$ cat src/hdl/rsc_pkg.sv
package rsc_pkg;

  // ****************************************************************
  // Timing
  // ****************************************************************
  localparam int unsigned CLK_HZ        = 40_000_000;
  localparam int unsigned RATE_DEF_SPS  = 1024;
  localparam int unsigned RATE_SLOW_SPS = 8;
  localparam int unsigned RATE_MAX_SPS  = 8192;
  localparam int unsigned UPD_DELAY_NS  = 1000;
  localparam int unsigned CLK_NS        = 1_000_000_000 / CLK_HZ;
  // Longest time rounds down, never below one cycle.
  localparam int unsigned UPD_DELAY_CYC = (UPD_DELAY_NS / CLK_NS) < 1 ? 1 : UPD_DELAY_NS / CLK_NS;
  // Active (sampling) part of every cycle, the whole cycle at the top rate.
  localparam int unsigned ACTIVE_CYC    = CLK_HZ / RATE_MAX_SPS;

  // ****************************************************************
  // APB register map (byte addresses)
  // ****************************************************************
  localparam logic [7:0] ADDR_CONTROL  = 8'h00;
  localparam logic [7:0] ADDR_ACTIVE   = 8'h04;
  localparam logic [7:0] ADDR_COMMAND  = 8'h08;
  localparam logic [7:0] ADDR_STATUS   = 8'h0c;
  localparam logic [7:0] ADDR_BUS      = 8'h10;
  localparam logic [7:0] ADDR_SHUNT    = 8'h14;
  localparam logic [7:0] ADDR_POWER    = 8'h18;
  localparam logic [7:0] ADDR_ACC_LO   = 8'h1c;
  localparam logic [7:0] ADDR_ACC_HI   = 8'h20;
  localparam logic [7:0] ADDR_COUNT    = 8'h24;

  // Control word fields.
  localparam int unsigned CTL_RATE_LSB = 0;
  localparam int unsigned CTL_AUTO_LSB = 4;
  localparam int unsigned CTL_P0_LSB   = 8;
  localparam int unsigned CTL_P1_LSB   = 10;
  localparam logic [15:0] CTL_RESET    = 16'h0000;
  localparam logic [1:0]  PIN_SLOW     = 2'h3;

  // Command codes written to ADDR_COMMAND.
  localparam logic [1:0] CMD_REFRESH   = 2'h1;
  localparam logic [1:0] CMD_REFRESH_G = 2'h2;
  localparam logic [1:0] CMD_REFRESH_V = 2'h3;

  typedef enum logic [1:0] {PEND_NONE, PEND_CLEAR, PEND_KEEP} rsc_pend_e;

  typedef enum logic [0:0] {PH_ACTIVE, PH_IDLE} rsc_phase_e;

  typedef struct packed {
    logic [15:0] bus_v;
    logic [15:0] shunt_v;
    logic [31:0] power;
  } rsc_sample_s;

  typedef struct packed {
    logic        psel;
    logic        penable;
    logic        pwrite;
    logic [7:0]  paddr;
    logic [31:0] pwdata;
  } rsc_apb_req_s;

endpackage

$ cat src/hdl/rsc_top.sv
module rsc_top
  import rsc_pkg::*;
#(
  parameter int unsigned CLK_FREQ_HZ = CLK_HZ
) (
  input  wire logic              clock_i,
  input  wire logic              arst_n_i,
  input  wire rsc_pkg::rsc_apb_req_s apb_i,
  output logic                   pready_o,
  output logic                   pslverr_o,
  output logic [31:0]            prdata_o,
  input  wire logic              pin0_i,
  input  wire logic              pin1_i,
  input  wire rsc_pkg::rsc_sample_s adc_i,
  output logic                   adc_sample_o,
  output logic                   cycle_done_o
);
  import rsc_pkg::*;

  // ****************************************************************
  // State
  // ****************************************************************
  typedef struct packed {
    logic [1:0]  rst_sync;
    logic [1:0]  pin0_sync;
    logic [1:0]  pin1_sync;
    logic [15:0] ctl_written;
    logic [15:0] active_config_copy;
    logic        cfg_arm;
    rsc_pend_e   pend;
    rsc_phase_e  phase;
    logic [22:0] cyc_cnt;
    logic [22:0] cyc_len;
    logic        post_busy;
    logic        post_clear;
    logic [5:0]  post_cnt;
    rsc_sample_s latest;
    logic [55:0] accumulated_power_value;
    logic [31:0] accumulation_count;
    rsc_sample_s snap;
    logic [55:0] snap_acc;
    logic [31:0] snap_cnt;
    logic        pready;
    logic [31:0] prdata;
    logic        pslverr;
    logic        adc_sample;
    logic        cycle_done;
  } rsc_state_s;

  // ****************************************************************
  // Working signals
  // ****************************************************************
  // All state sits in one struct, so a single always_ff and two
  // always_comb blocks describe the whole block.
  // The price is that every field resets together. Nothing here needs
  // a separate reset domain, so that is acceptable.
  // Fields that only the bus side reads, such as the snapshots, still
  // live in the same struct to keep the update order in one place.

  rsc_state_s  st_reg;
  rsc_state_s  st_next;
  logic        rst_n;
  logic [1:0]  auto_w;
  logic [1:0]  auto_a;
  logic [3:0]  rate_a;
  logic        slow;
  logic [22:0] len_sel;
  logic        cyc_end;
  logic        wr;
  logic        rd;
  logic [31:0] prod;

  // The asynchronous reset is released through two flip-flops.
  // Without them a release close to a clock edge could leave part of the
  // state in reset and part of it running for one cycle.
  // The rest of the logic holds its reset values while this copy is low.
  assign rst_n = st_reg.rst_sync[1];

  // The active copy decides the running behaviour. The written control
  // word only matters when a refresh arms it, when it differs from the
  // active copy and so holds off auto snapshots, or when the auto field
  // of the two differs and a manual refresh must be let through.
  // Keeping both copies lets software read back what it wrote even
  // while the old settings are still in force.

  // ****************************************************************
  // Rate selection
  // ****************************************************************
  assign auto_w = st_reg.ctl_written[CTL_AUTO_LSB +: 2];
  assign auto_a = st_reg.active_config_copy[CTL_AUTO_LSB +: 2];
  assign rate_a = st_reg.active_config_copy[CTL_RATE_LSB +: 4];

  assign slow = (st_reg.active_config_copy[CTL_P0_LSB +: 2] == PIN_SLOW && st_reg.pin0_sync[1])
             || (st_reg.active_config_copy[CTL_P1_LSB +: 2] == PIN_SLOW && st_reg.pin1_sync[1]);

  always_comb begin
    if (slow) begin
      len_sel = 23'(CLK_FREQ_HZ / RATE_SLOW_SPS);
    end else begin
      case (rate_a)
        4'h1:    len_sel = 23'(CLK_FREQ_HZ / 8192);
        4'h2:    len_sel = 23'(CLK_FREQ_HZ / 4096);
        4'h3:    len_sel = 23'(CLK_FREQ_HZ / 256);
        4'h4:    len_sel = 23'(CLK_FREQ_HZ / 64);
        4'h5:    len_sel = 23'(CLK_FREQ_HZ / RATE_SLOW_SPS);
        default: len_sel = 23'(CLK_FREQ_HZ / RATE_DEF_SPS);
      endcase
    end
  end

  // The cycle length is latched at every cycle end, not taken live.
  // A rate change or a slow pin edge therefore never cuts a cycle short
  // or stretches one that is already running.
  // The counter is wide enough for the slowest rate at the full clock.
  assign cyc_end = (st_reg.cyc_cnt == st_reg.cyc_len - 23'h000001);

  // Bus strobes count once: the ready flag blocks a second write or read
  // in the cycle in which ready is shown.
  assign wr      = apb_i.psel && apb_i.penable && apb_i.pwrite && !st_reg.pready;
  assign rd      = apb_i.psel && apb_i.penable && !apb_i.pwrite && !st_reg.pready;
  assign prod    = 32'(adc_i.bus_v) * 32'(adc_i.shunt_v);

  // ****************************************************************
  // Next state
  // ****************************************************************
  always_comb begin
    st_next            = st_reg;
    st_next.rst_sync   = {st_reg.rst_sync[0], 1'b1};
    st_next.pin0_sync  = {st_reg.pin0_sync[0], pin0_i};
    st_next.pin1_sync  = {st_reg.pin1_sync[0], pin1_i};
    st_next.adc_sample = 1'b0;
    st_next.cycle_done = 1'b0;
    st_next.pready     = 1'b0;
    st_next.pslverr    = 1'b0;

    // The cycle counter is never touched by the bus side. Refresh
    // commands only leave a pending mark that the cycle end consumes,
    // so software traffic cannot shift the sampling grid.
    // The active phase spans the part of a cycle that the top rate
    // needs. At lower rates the rest of the cycle is marked idle, which
    // is where a real converter would save its power.

    if (cyc_end) begin
      st_next.cyc_cnt = '0;
      st_next.phase   = PH_ACTIVE;
      st_next.cyc_len = len_sel;
    end else begin
      st_next.cyc_cnt = st_reg.cyc_cnt + 23'h000001;
      if (st_reg.cyc_cnt == 23'(CLK_FREQ_HZ / RATE_MAX_SPS - 1)) begin
        st_next.phase = PH_IDLE;
      end
    end

    if (st_reg.cyc_cnt == '0) begin
      st_next.adc_sample = 1'b1;
    end
    if (cyc_end) begin
      st_next.latest.bus_v   = adc_i.bus_v;
      st_next.latest.shunt_v = adc_i.shunt_v;
      st_next.latest.power   = prod;
      st_next.accumulated_power_value = st_reg.accumulated_power_value + 56'(prod);
      st_next.accumulation_count      = st_reg.accumulation_count + 32'h00000001;
      st_next.cycle_done = 1'b1;
    end

    // The snapshot waits a fixed time after the cycle end. That time is
    // counted in clocks of the fixed system clock, so it does not scale
    // with the cycle length parameter.
    // A plain refresh clears the accumulator at the snapshot moment.
    // When a new cycle ends on that same edge its sample is kept as the
    // first term of the new sum, so no sample is lost.

    if (st_reg.post_busy) begin
      if (st_reg.post_cnt == 6'(UPD_DELAY_CYC - 1)) begin
        st_next.post_busy = 1'b0;
        st_next.snap     = st_reg.latest;
        st_next.snap_acc = st_reg.accumulated_power_value;
        st_next.snap_cnt = st_reg.accumulation_count;
        if (st_reg.post_clear) begin
          st_next.accumulated_power_value = cyc_end ? 56'(prod) : '0;
          st_next.accumulation_count      = cyc_end ? 32'h00000001 : '0;
        end
      end else begin
        st_next.post_cnt = st_reg.post_cnt + 6'h01;
      end
    end

    // Auto mode wins over a pending manual refresh. A pending mark left
    // from before auto mode was switched on stays pending until the written
    // control word differs from the active copy, which matches the rule that auto overrules the rest.
    // Config is copied one cycle after the refresh was applied, so the
    // snapshot of that refresh still belongs to the old settings.

    if (cyc_end) begin
      if (auto_a != 2'h0 && st_reg.ctl_written == st_reg.active_config_copy) begin
        st_next.post_busy  = 1'b1;
        st_next.post_clear = 1'b0;
        st_next.post_cnt   = '0;
      end else if (st_reg.pend != PEND_NONE) begin
        st_next.post_busy  = 1'b1;
        st_next.post_clear = (st_reg.pend == PEND_CLEAR);
        st_next.post_cnt   = '0;
        st_next.pend       = PEND_NONE;
        st_next.cfg_arm    = 1'b1;
      end
      if (st_reg.cfg_arm) begin
        st_next.active_config_copy = st_reg.ctl_written;
        st_next.cfg_arm            = 1'b0;
      end
    end

    // ****************************************************************
    // APB slave, one wait state
    // ****************************************************************
    if (apb_i.psel && apb_i.penable && !st_reg.pready) begin
      st_next.pready = 1'b1;
    end
    // Only the control word and the command register can be written.
    // Everything else, the active copy included, answers with an error.
    // A command with an unknown code is taken as a write but changes
    // nothing, so a stray value cannot start a snapshot.
    // A newer command replaces the pending one, so only the latest type
    // is applied at the cycle end.

    if (wr) begin
      case (apb_i.paddr)
        ADDR_CONTROL: st_next.ctl_written = apb_i.pwdata[15:0];
        ADDR_COMMAND: begin
          if (auto_a == 2'h0 || auto_w != auto_a) begin
            case (apb_i.pwdata[1:0])
              CMD_REFRESH, CMD_REFRESH_G: st_next.pend = PEND_CLEAR;
              CMD_REFRESH_V: st_next.pend = PEND_KEEP;
              default: st_next.pend = st_reg.pend;
            endcase
          end
        end
        default: st_next.pslverr = 1'b1;
      endcase
    end
    if (rd) begin
      case (apb_i.paddr)
        ADDR_CONTROL: st_next.prdata = {16'h0000, st_reg.ctl_written};
        ADDR_ACTIVE:  st_next.prdata = {16'h0000, st_reg.active_config_copy};
        ADDR_STATUS:  st_next.prdata = {28'h0000000, st_reg.post_busy,
                                        st_reg.phase == PH_IDLE, st_reg.pend};
        ADDR_BUS:     st_next.prdata = {16'h0000, st_reg.snap.bus_v};
        ADDR_SHUNT:   st_next.prdata = {16'h0000, st_reg.snap.shunt_v};
        ADDR_POWER:   st_next.prdata = st_reg.snap.power;
        ADDR_ACC_LO:  st_next.prdata = st_reg.snap_acc[31:0];
        ADDR_ACC_HI:  st_next.prdata = {8'h00, st_reg.snap_acc[55:32]};
        ADDR_COUNT:   st_next.prdata = st_reg.snap_cnt;
        default: begin
          st_next.prdata  = '0;
          st_next.pslverr = 1'b1;
        end
      endcase
    end
  end

  // ****************************************************************
  // Registers
  // ****************************************************************
  // The cycle length is the one field whose reset value is not zero.
  // It starts at the default rate so the first cycle after reset already
  // has the documented length.
  // During the synchronous part of the reset the synchroniser keeps
  // shifting, and nothing else moves.

  always_ff @(posedge clock_i or negedge arst_n_i) begin
    if (!arst_n_i) begin
      st_reg <= '0;
      st_reg.cyc_len <= 23'(CLK_FREQ_HZ / RATE_DEF_SPS);
    end else if (!rst_n) begin
      st_reg          <= '0;
      st_reg.rst_sync <= st_next.rst_sync;
      st_reg.cyc_len  <= 23'(CLK_FREQ_HZ / RATE_DEF_SPS);
    end else begin
      st_reg <= st_next;
    end
  end

  // ****************************************************************
  // Outputs
  // ****************************************************************
  // Every output is a field of the state register, so none of them
  // carries a combinational path from an input.

  assign pready_o     = st_reg.pready;
  assign pslverr_o    = st_reg.pslverr;
  assign prdata_o     = st_reg.prdata;
  assign adc_sample_o = st_reg.adc_sample;
  assign cycle_done_o = st_reg.cycle_done;

endmodule

$ cat config.mk
export PLATFORM = sky130hd
export DESIGN_NAME = rsc_top
export DESIGN_NICKNAME = d
export VERILOG_FILES = /design/src/hdl/rsc_pkg.sv /design/src/hdl/rsc_top.sv
export SDC_FILE = /design/constraint.sdc
export NUM_CORES = 1
export LEC_CHECK = 0
export BUFFER_PORTS_ARGS = -buffer_cell sky130_fd_sc_hd__buf_2
export CAP_MARGIN = 30
export CORE_MARGIN = 3
export CORE_UTILIZATION = 35
export CTS_CLUSTER_SIZE = 14
export DETAILED_ROUTE_END_ITERATION = 7
export GPL_ROUTABILITY_DRIVEN = 0
export PLACE_DENSITY = 0.58
export SLEW_MARGIN = 20
export SYNTH_ARGS = -nofsm -noshare
export SYNTH_HDL_FRONTEND = slang
export SYNTH_SLANG_ARGS = --single-unit
$ cat constraint.sdc
create_clock -name clock_i -period 4.2 [get_ports clock_i]
set_input_delay 0.63 -clock clock_i [delete_from_list [all_inputs] [get_ports clock_i]]
set_output_delay 0.63 -clock clock_i [all_outputs]
set_load 0.02 [all_outputs]
======== Yosys cells after proc, flatten, opt, wreduce, memory -nomap -nowiden ========
Index checks and enable logic that the tools add are counted.
W data, S select, Z words.
storage, ports and cells
  flip-flop bits (word level) ............. 436
  word-level logic and storage cells ...... 134
  output and inout bits ................... 36
cells by class
  multiplexer cells ....................... 37
  equality and inequality tests ........... 37
  reductions and logical operators ........ 26
  multipliers ............................. 1
  add/subtract/negate cells ............... 5
operators with widths
  kind                     number
  $mux W240                2
  $mux W434                1
  $pmux W32 S9             1
  $mux W152                1
  $pmux W23 S5             1
  $mux W88                 1
  $add A56 B32 Y56         1
  $mux W23                 2
  $mux W33                 1
  $add A32 B1 Y32 const B  1
  $eq A8 B5 Y1 const B     4
  $mul A16 B16 Y32         1
  $mux W16                 2
  $mux W32                 1
  $mux W24                 1
  $mux W8                  3
  $add A23 B1 Y23 const B  1
  $eq A23 B13 Y1 const B   1
  $eq A23 B23 Y1           1
  $logic_not A23 Y1        1
  $sub A23 B1 Y23 const B  1
  $mux W19                 1
  $mux W17                 1
  $eq A16 B16 Y1           1
  32 further kinds         74

======== Longest topological paths before layout ========
  depth after elaboration ................. 9
  gate-level depth with buffers ........... 36

======== Least setup slack after synthesis ========
OpenSTA, ideal clock, no wires.
  path type ............................... in2reg
  from .................................... input port adc_i[39] in the netlist's numbering
  to ...................................... register st_reg[266] in the netlist's numbering
  slack ................................... -4171 ps
  arrival time ............................ 8252 ps
  required time ........................... 4081 ps
  stages .................................. 32
  cells stage by stage .................... clkbuf_1 > clkbuf_1 > nand2_1 > fa_1 > inv_1 > fa_1 > inv_1 > fa_1 > inv_1 > fa_1 > fa_1 > inv_1 > fa_1 > inv_1 > ha_1 > nand2_1 > o31ai_1 > a41o_1 > xor2_1 > ha_1 > clkbuf_1 > a21o_1 > a21oi_1 > o211ai_1 > a21o_1 > a211o_1 > a21oi_1 > o21a_1 > clkbuf_1 > clkbuf_1 > nor3_1 > o21a_1
between the ends
  longest elaborated chain between the ends .. 7
RTL lines
  element               line            text
  from (decl)           rsc_top.sv:14   input wire rsc_pkg::rsc_sample_s adc_i,
  $mul A16 B16 Y32 *    rsc_top.sv:121  assign prod = 32'(adc_i.bus_v) * 32'(adc_i.shunt_v);
  $add A56 B32 Y56 *    rsc_top.sv:161  st_next.accumulated_power_value = st_reg.accumulated_power_value + 56'(prod);
  $mux W152 *           rsc_top.sv:157  if (cyc_end) begin
  $mux W88              rsc_top.sv:179  if (st_reg.post_clear) begin
  $mux W240             rsc_top.sv:174  if (st_reg.post_cnt == 6'(UPD_DELAY_CYC - 1)) begin
  $mux W240 *           rsc_top.sv:173  if (st_reg.post_busy) begin
  $mux W434 *           rsc_top.sv:273  end else if (!rst_n) begin
  to (signal assigned)  rsc_top.sv:278  st_reg <= st_next;
  to (decl)             rsc_top.sv:60   rsc_state_s st_reg;
Every way passes the cells marked *; elsewhere a longest branch is shown, timed or not. The select of a mux whose other input is x is not followed.
A chain may end at the register's enable or synchronous reset.

======== Worst setup path after layout ========
  from .................................... input port adc_i[54] in the netlist's numbering
  to ...................................... register st_reg[262] in the netlist's numbering
The elaborated chain is that of the path after synthesis.

==> results.txt <==
* Insertion delay to the later sink of the worst-skew pair: 590 ps
- Dominant combinational cell family by area after synthesis: simple AND/OR/NAND/NOR gates
- Fmax: 136.9 MHz
* Leading register cell type out of synthesis: dfrtp_1
- Total wire length: 96.02 mm
- The die covers 90660 um^2.
* Synth Area in Simple Gates: 19.46%
- Number of optimization iterations in the first detailed-route pass: 8
- Number of flip-flops under the largest register name: 383
- The first global-routing pass estimated 151.9 mm of wire.
* Xor-xnor portion of the synthesized cell area: 3.822%
* Summed negative setup slack over all endpoints: -158430 ps
- Via-per-instance ratio: 5.290
- The number of nets in the synthesized netlist is 3935.
- Top Family by Delay on Critical Path: adder cells
- The number of global-route vias before repair was 26606.
- Critical path data required time: 4680 ps
* Post-synthesis instance area: 30480 um^2
* Compound-gate portion of the synthesized area: 14.99%
- The worst register-to-register path begins at st_reg[358].
* Iteration-0 DRC count of the detailed router: 1988
- Post-route clock period utilization: 174.0%
- Pin count of the biggest net entering global routing: 153
* Worst-path clk slew: 60 ps
- Library cell with the highest instance count after synthesis: nand2_1
* Horiz. Die Dim: 301.1 um
- Register-to-register setup slack: 0 ps
* Final Slew Violations: 0
- Max-cap violation count: 0
- Ranked by instance count, the synthesized netlist is headed by nand2_1, dfrtp_1, a21oi_1.
- The worst setup path is captured at a flop.
- Crit path largest cell delay: 550 ps
* Area fraction of the dominant cell type after synthesis: 34.89%
- Share of the core filled with cells: 45.54%
* Category of the worst setup path launch point: primary input
- Pin placement for this block handled 147 I/O pins.
- Of the synthesized area, sequential elements account for 35.41%.
- The initial utilization of the core area, before any placement, comes to 35.52%.
* H-tree levels: 2
* Std-Cell Rows: 107
- Slack of the critical path: -3107 ps
- DRC violations left: 6
- Averaged over all synthesized cells, the footprint is 8.748 um^2.
- Critical path arrival: 7790 ps
- The synthesized netlist contains 71 unique library cells.
* Worst hold-check path type: primary input to asynchronous set/reset pin
* Most area-consuming cells after synthesis: dfrtp_1, fa_1, nand2_1
* Buf+Inv Stages, Crit Path: 10
* Outcome: finished with violations
- Once detail routing completed, the nets flagged for antenna violations numbered 0.
- Signed area change from the synthesized netlist to the final layout: 28.21%
- Overall overflow remaining after global route: 0
- Root buffer cell: clkbuf_16
- After the last flow step, the layout net total stands at 4275.
* Fraction of synthesis flops using an asynchronous set or reset pin: 100.0%
- Multiplexer fraction of the synthesized cell area: 0.8990%
- After detailed routing, the average wire length per cell comes to 19.21 um.
- Setup clock skew after layout: 31.15 ps
* Final setup violation count: 75
* Cell type of the slowest stage on the worst timing path: fa_1
* Cells after DPL: 4854
- By startpoint and endpoint, the worst setup path is classified as primary input to flop.
- Number of synthesized register bits: 431
* Number of hold violations in the final report: 0
* Total via count after detailed routing: 26443
* Share of cells above drive strength 1: 24.77%
- Die outline height: 301.1 um
* Sink count of the clock tree: 431
* Worst-case clock buffer depth: 3
- Post-Layout Cell Count: 4999
* Post-synthesis adder-cell area fraction: 18.76%
* Antenna diodes: 0
* Most numerous cell on the critical path: fa_1
- Total routing resource utilization after global routing: 20.97%
* Total of warnings raised by yosys: 0
* Gate Count Post-Synth: 3484
* Actual slew at the worst max-slew pin: 939.8 ps
- Registers take 10790 um^2.
- Maximum fanout along the worst path: 11
* DP HPWL: 69.30 mm
- Top cell type by total area after synthesis: dfrtp_1
* Normalized max-slew margin: 37.28%
* Number of cells on the worst reg-to-reg path: 10
- Post-synth EDFFs: 0
- Counting the fill cells in the layout gives 8093.
- Setup repair after global routing could not meet its margin everywhere.
- Antenna violations before repair: 1
- Failing checks: design-rule violations, negative setup slack
- In this run the critical register-to-register path is captured at st_reg[272].
- Number of hold buffers added after cts: 0
* Floorplan core area: 85820 um^2
- In the final layout, the multi-input gates occupy 19810 um^2.
* CTS tree: yes
- In this run, CTS created clock tree buffers numbering 45.
- The routed design could run at a clock period as short as 7307 ps.
- Input and output buffers added on the ports amount to 98.
## stage by stage
| step | instance area (um^2) | setup slack [ps] | hold WS, ps |
|---|---|---|---|
| finish | 39080 | -3107 | 51.56 |
| global route | 39080 | -3330 | 100.8 |
| CTS | 38130 | -3070 | 69.29 |
| detailed placement | 34720 | -3902 | 354.4 |
| global placement | 34720 | -3838 | 333.5 |
| floorplan | 31140 | -3325 | 331.2 |
## cells in the final DEF, fill, tap and decap left out, types with 91 or more instances in the layout
| cell | count |
|---|---|
| a21oi_1 | 273 |
| and2_1 | 114 |
| buf_4 | 324 |
| buf_6 | 91 |
| dfrtp_1 | 425 |
| fa_1 | 186 |
| ha_1 | 106 |
| inv_1 | 254 |
| nand2_1 | 670 |
| nor2_1 | 145 |
## area by class of cell
class | instances | area share (%)
clock buffers | 67 | 3.455
clock inverters | 11 | 0.5635
inverters | 273 | 2.648
multi-input cells | 2547 | 50.70
flip-flops and latches | 431 | 27.62
well taps | 1144 | 3.663
repair buffers | 526 | 11.35
## how the worst max path moves through the flow
stage,start,depth (start not counted),end,slack (ps)
after floorplan,adc_i[37],34,st_reg[266],-3330
after global placement,adc_i[37],33,st_reg[246],-3840
after detailed placement,adc_i[37],33,st_reg[246],-3900
after CTS,adc_i[36],33,st_reg[262],-3070
after global routing,adc_i[54],32,st_reg[262],-3330
final,adc_i[54],32,st_reg[262],-3110
## worst register-to-register path: stages (launching register included)
cell and delay (ps):
dfrtp_1 440, or4_1 580, or4_4 470, or3_1 380, o22a_1 260, a2111o_1 440
nor4_4 230, buf_12 190, nand3_1 370, or4_1 610, a21oi_2 150
## routing by layer
metal	track usage [%]	vias up	routed length [um]
met4	5.483	0	2570
met5	0	-	0
met1	29.75	13209	43490
met2	33.70	716	44650
li1	-	12379	-
met3	2.901	139	5302
## logic make-up after synthesis
family / count (synthesis)
compound gates: 739
xor+xnor: 133
fa+ha+maj: 340
buf+inv: 506
flops: 431
mux: 27
other cells: 1
simple gates: 1307
## repair_timing
action,CTS,global route
pin swaps,137,148
endpoints found under the setup margin,77,90
cloned,3,0
setup buffers,55,39
gates resized for setup,317,198
Power is not shown: default switching activity piles up to over one toggle a cycle in this logic, so the estimate is an artifact.
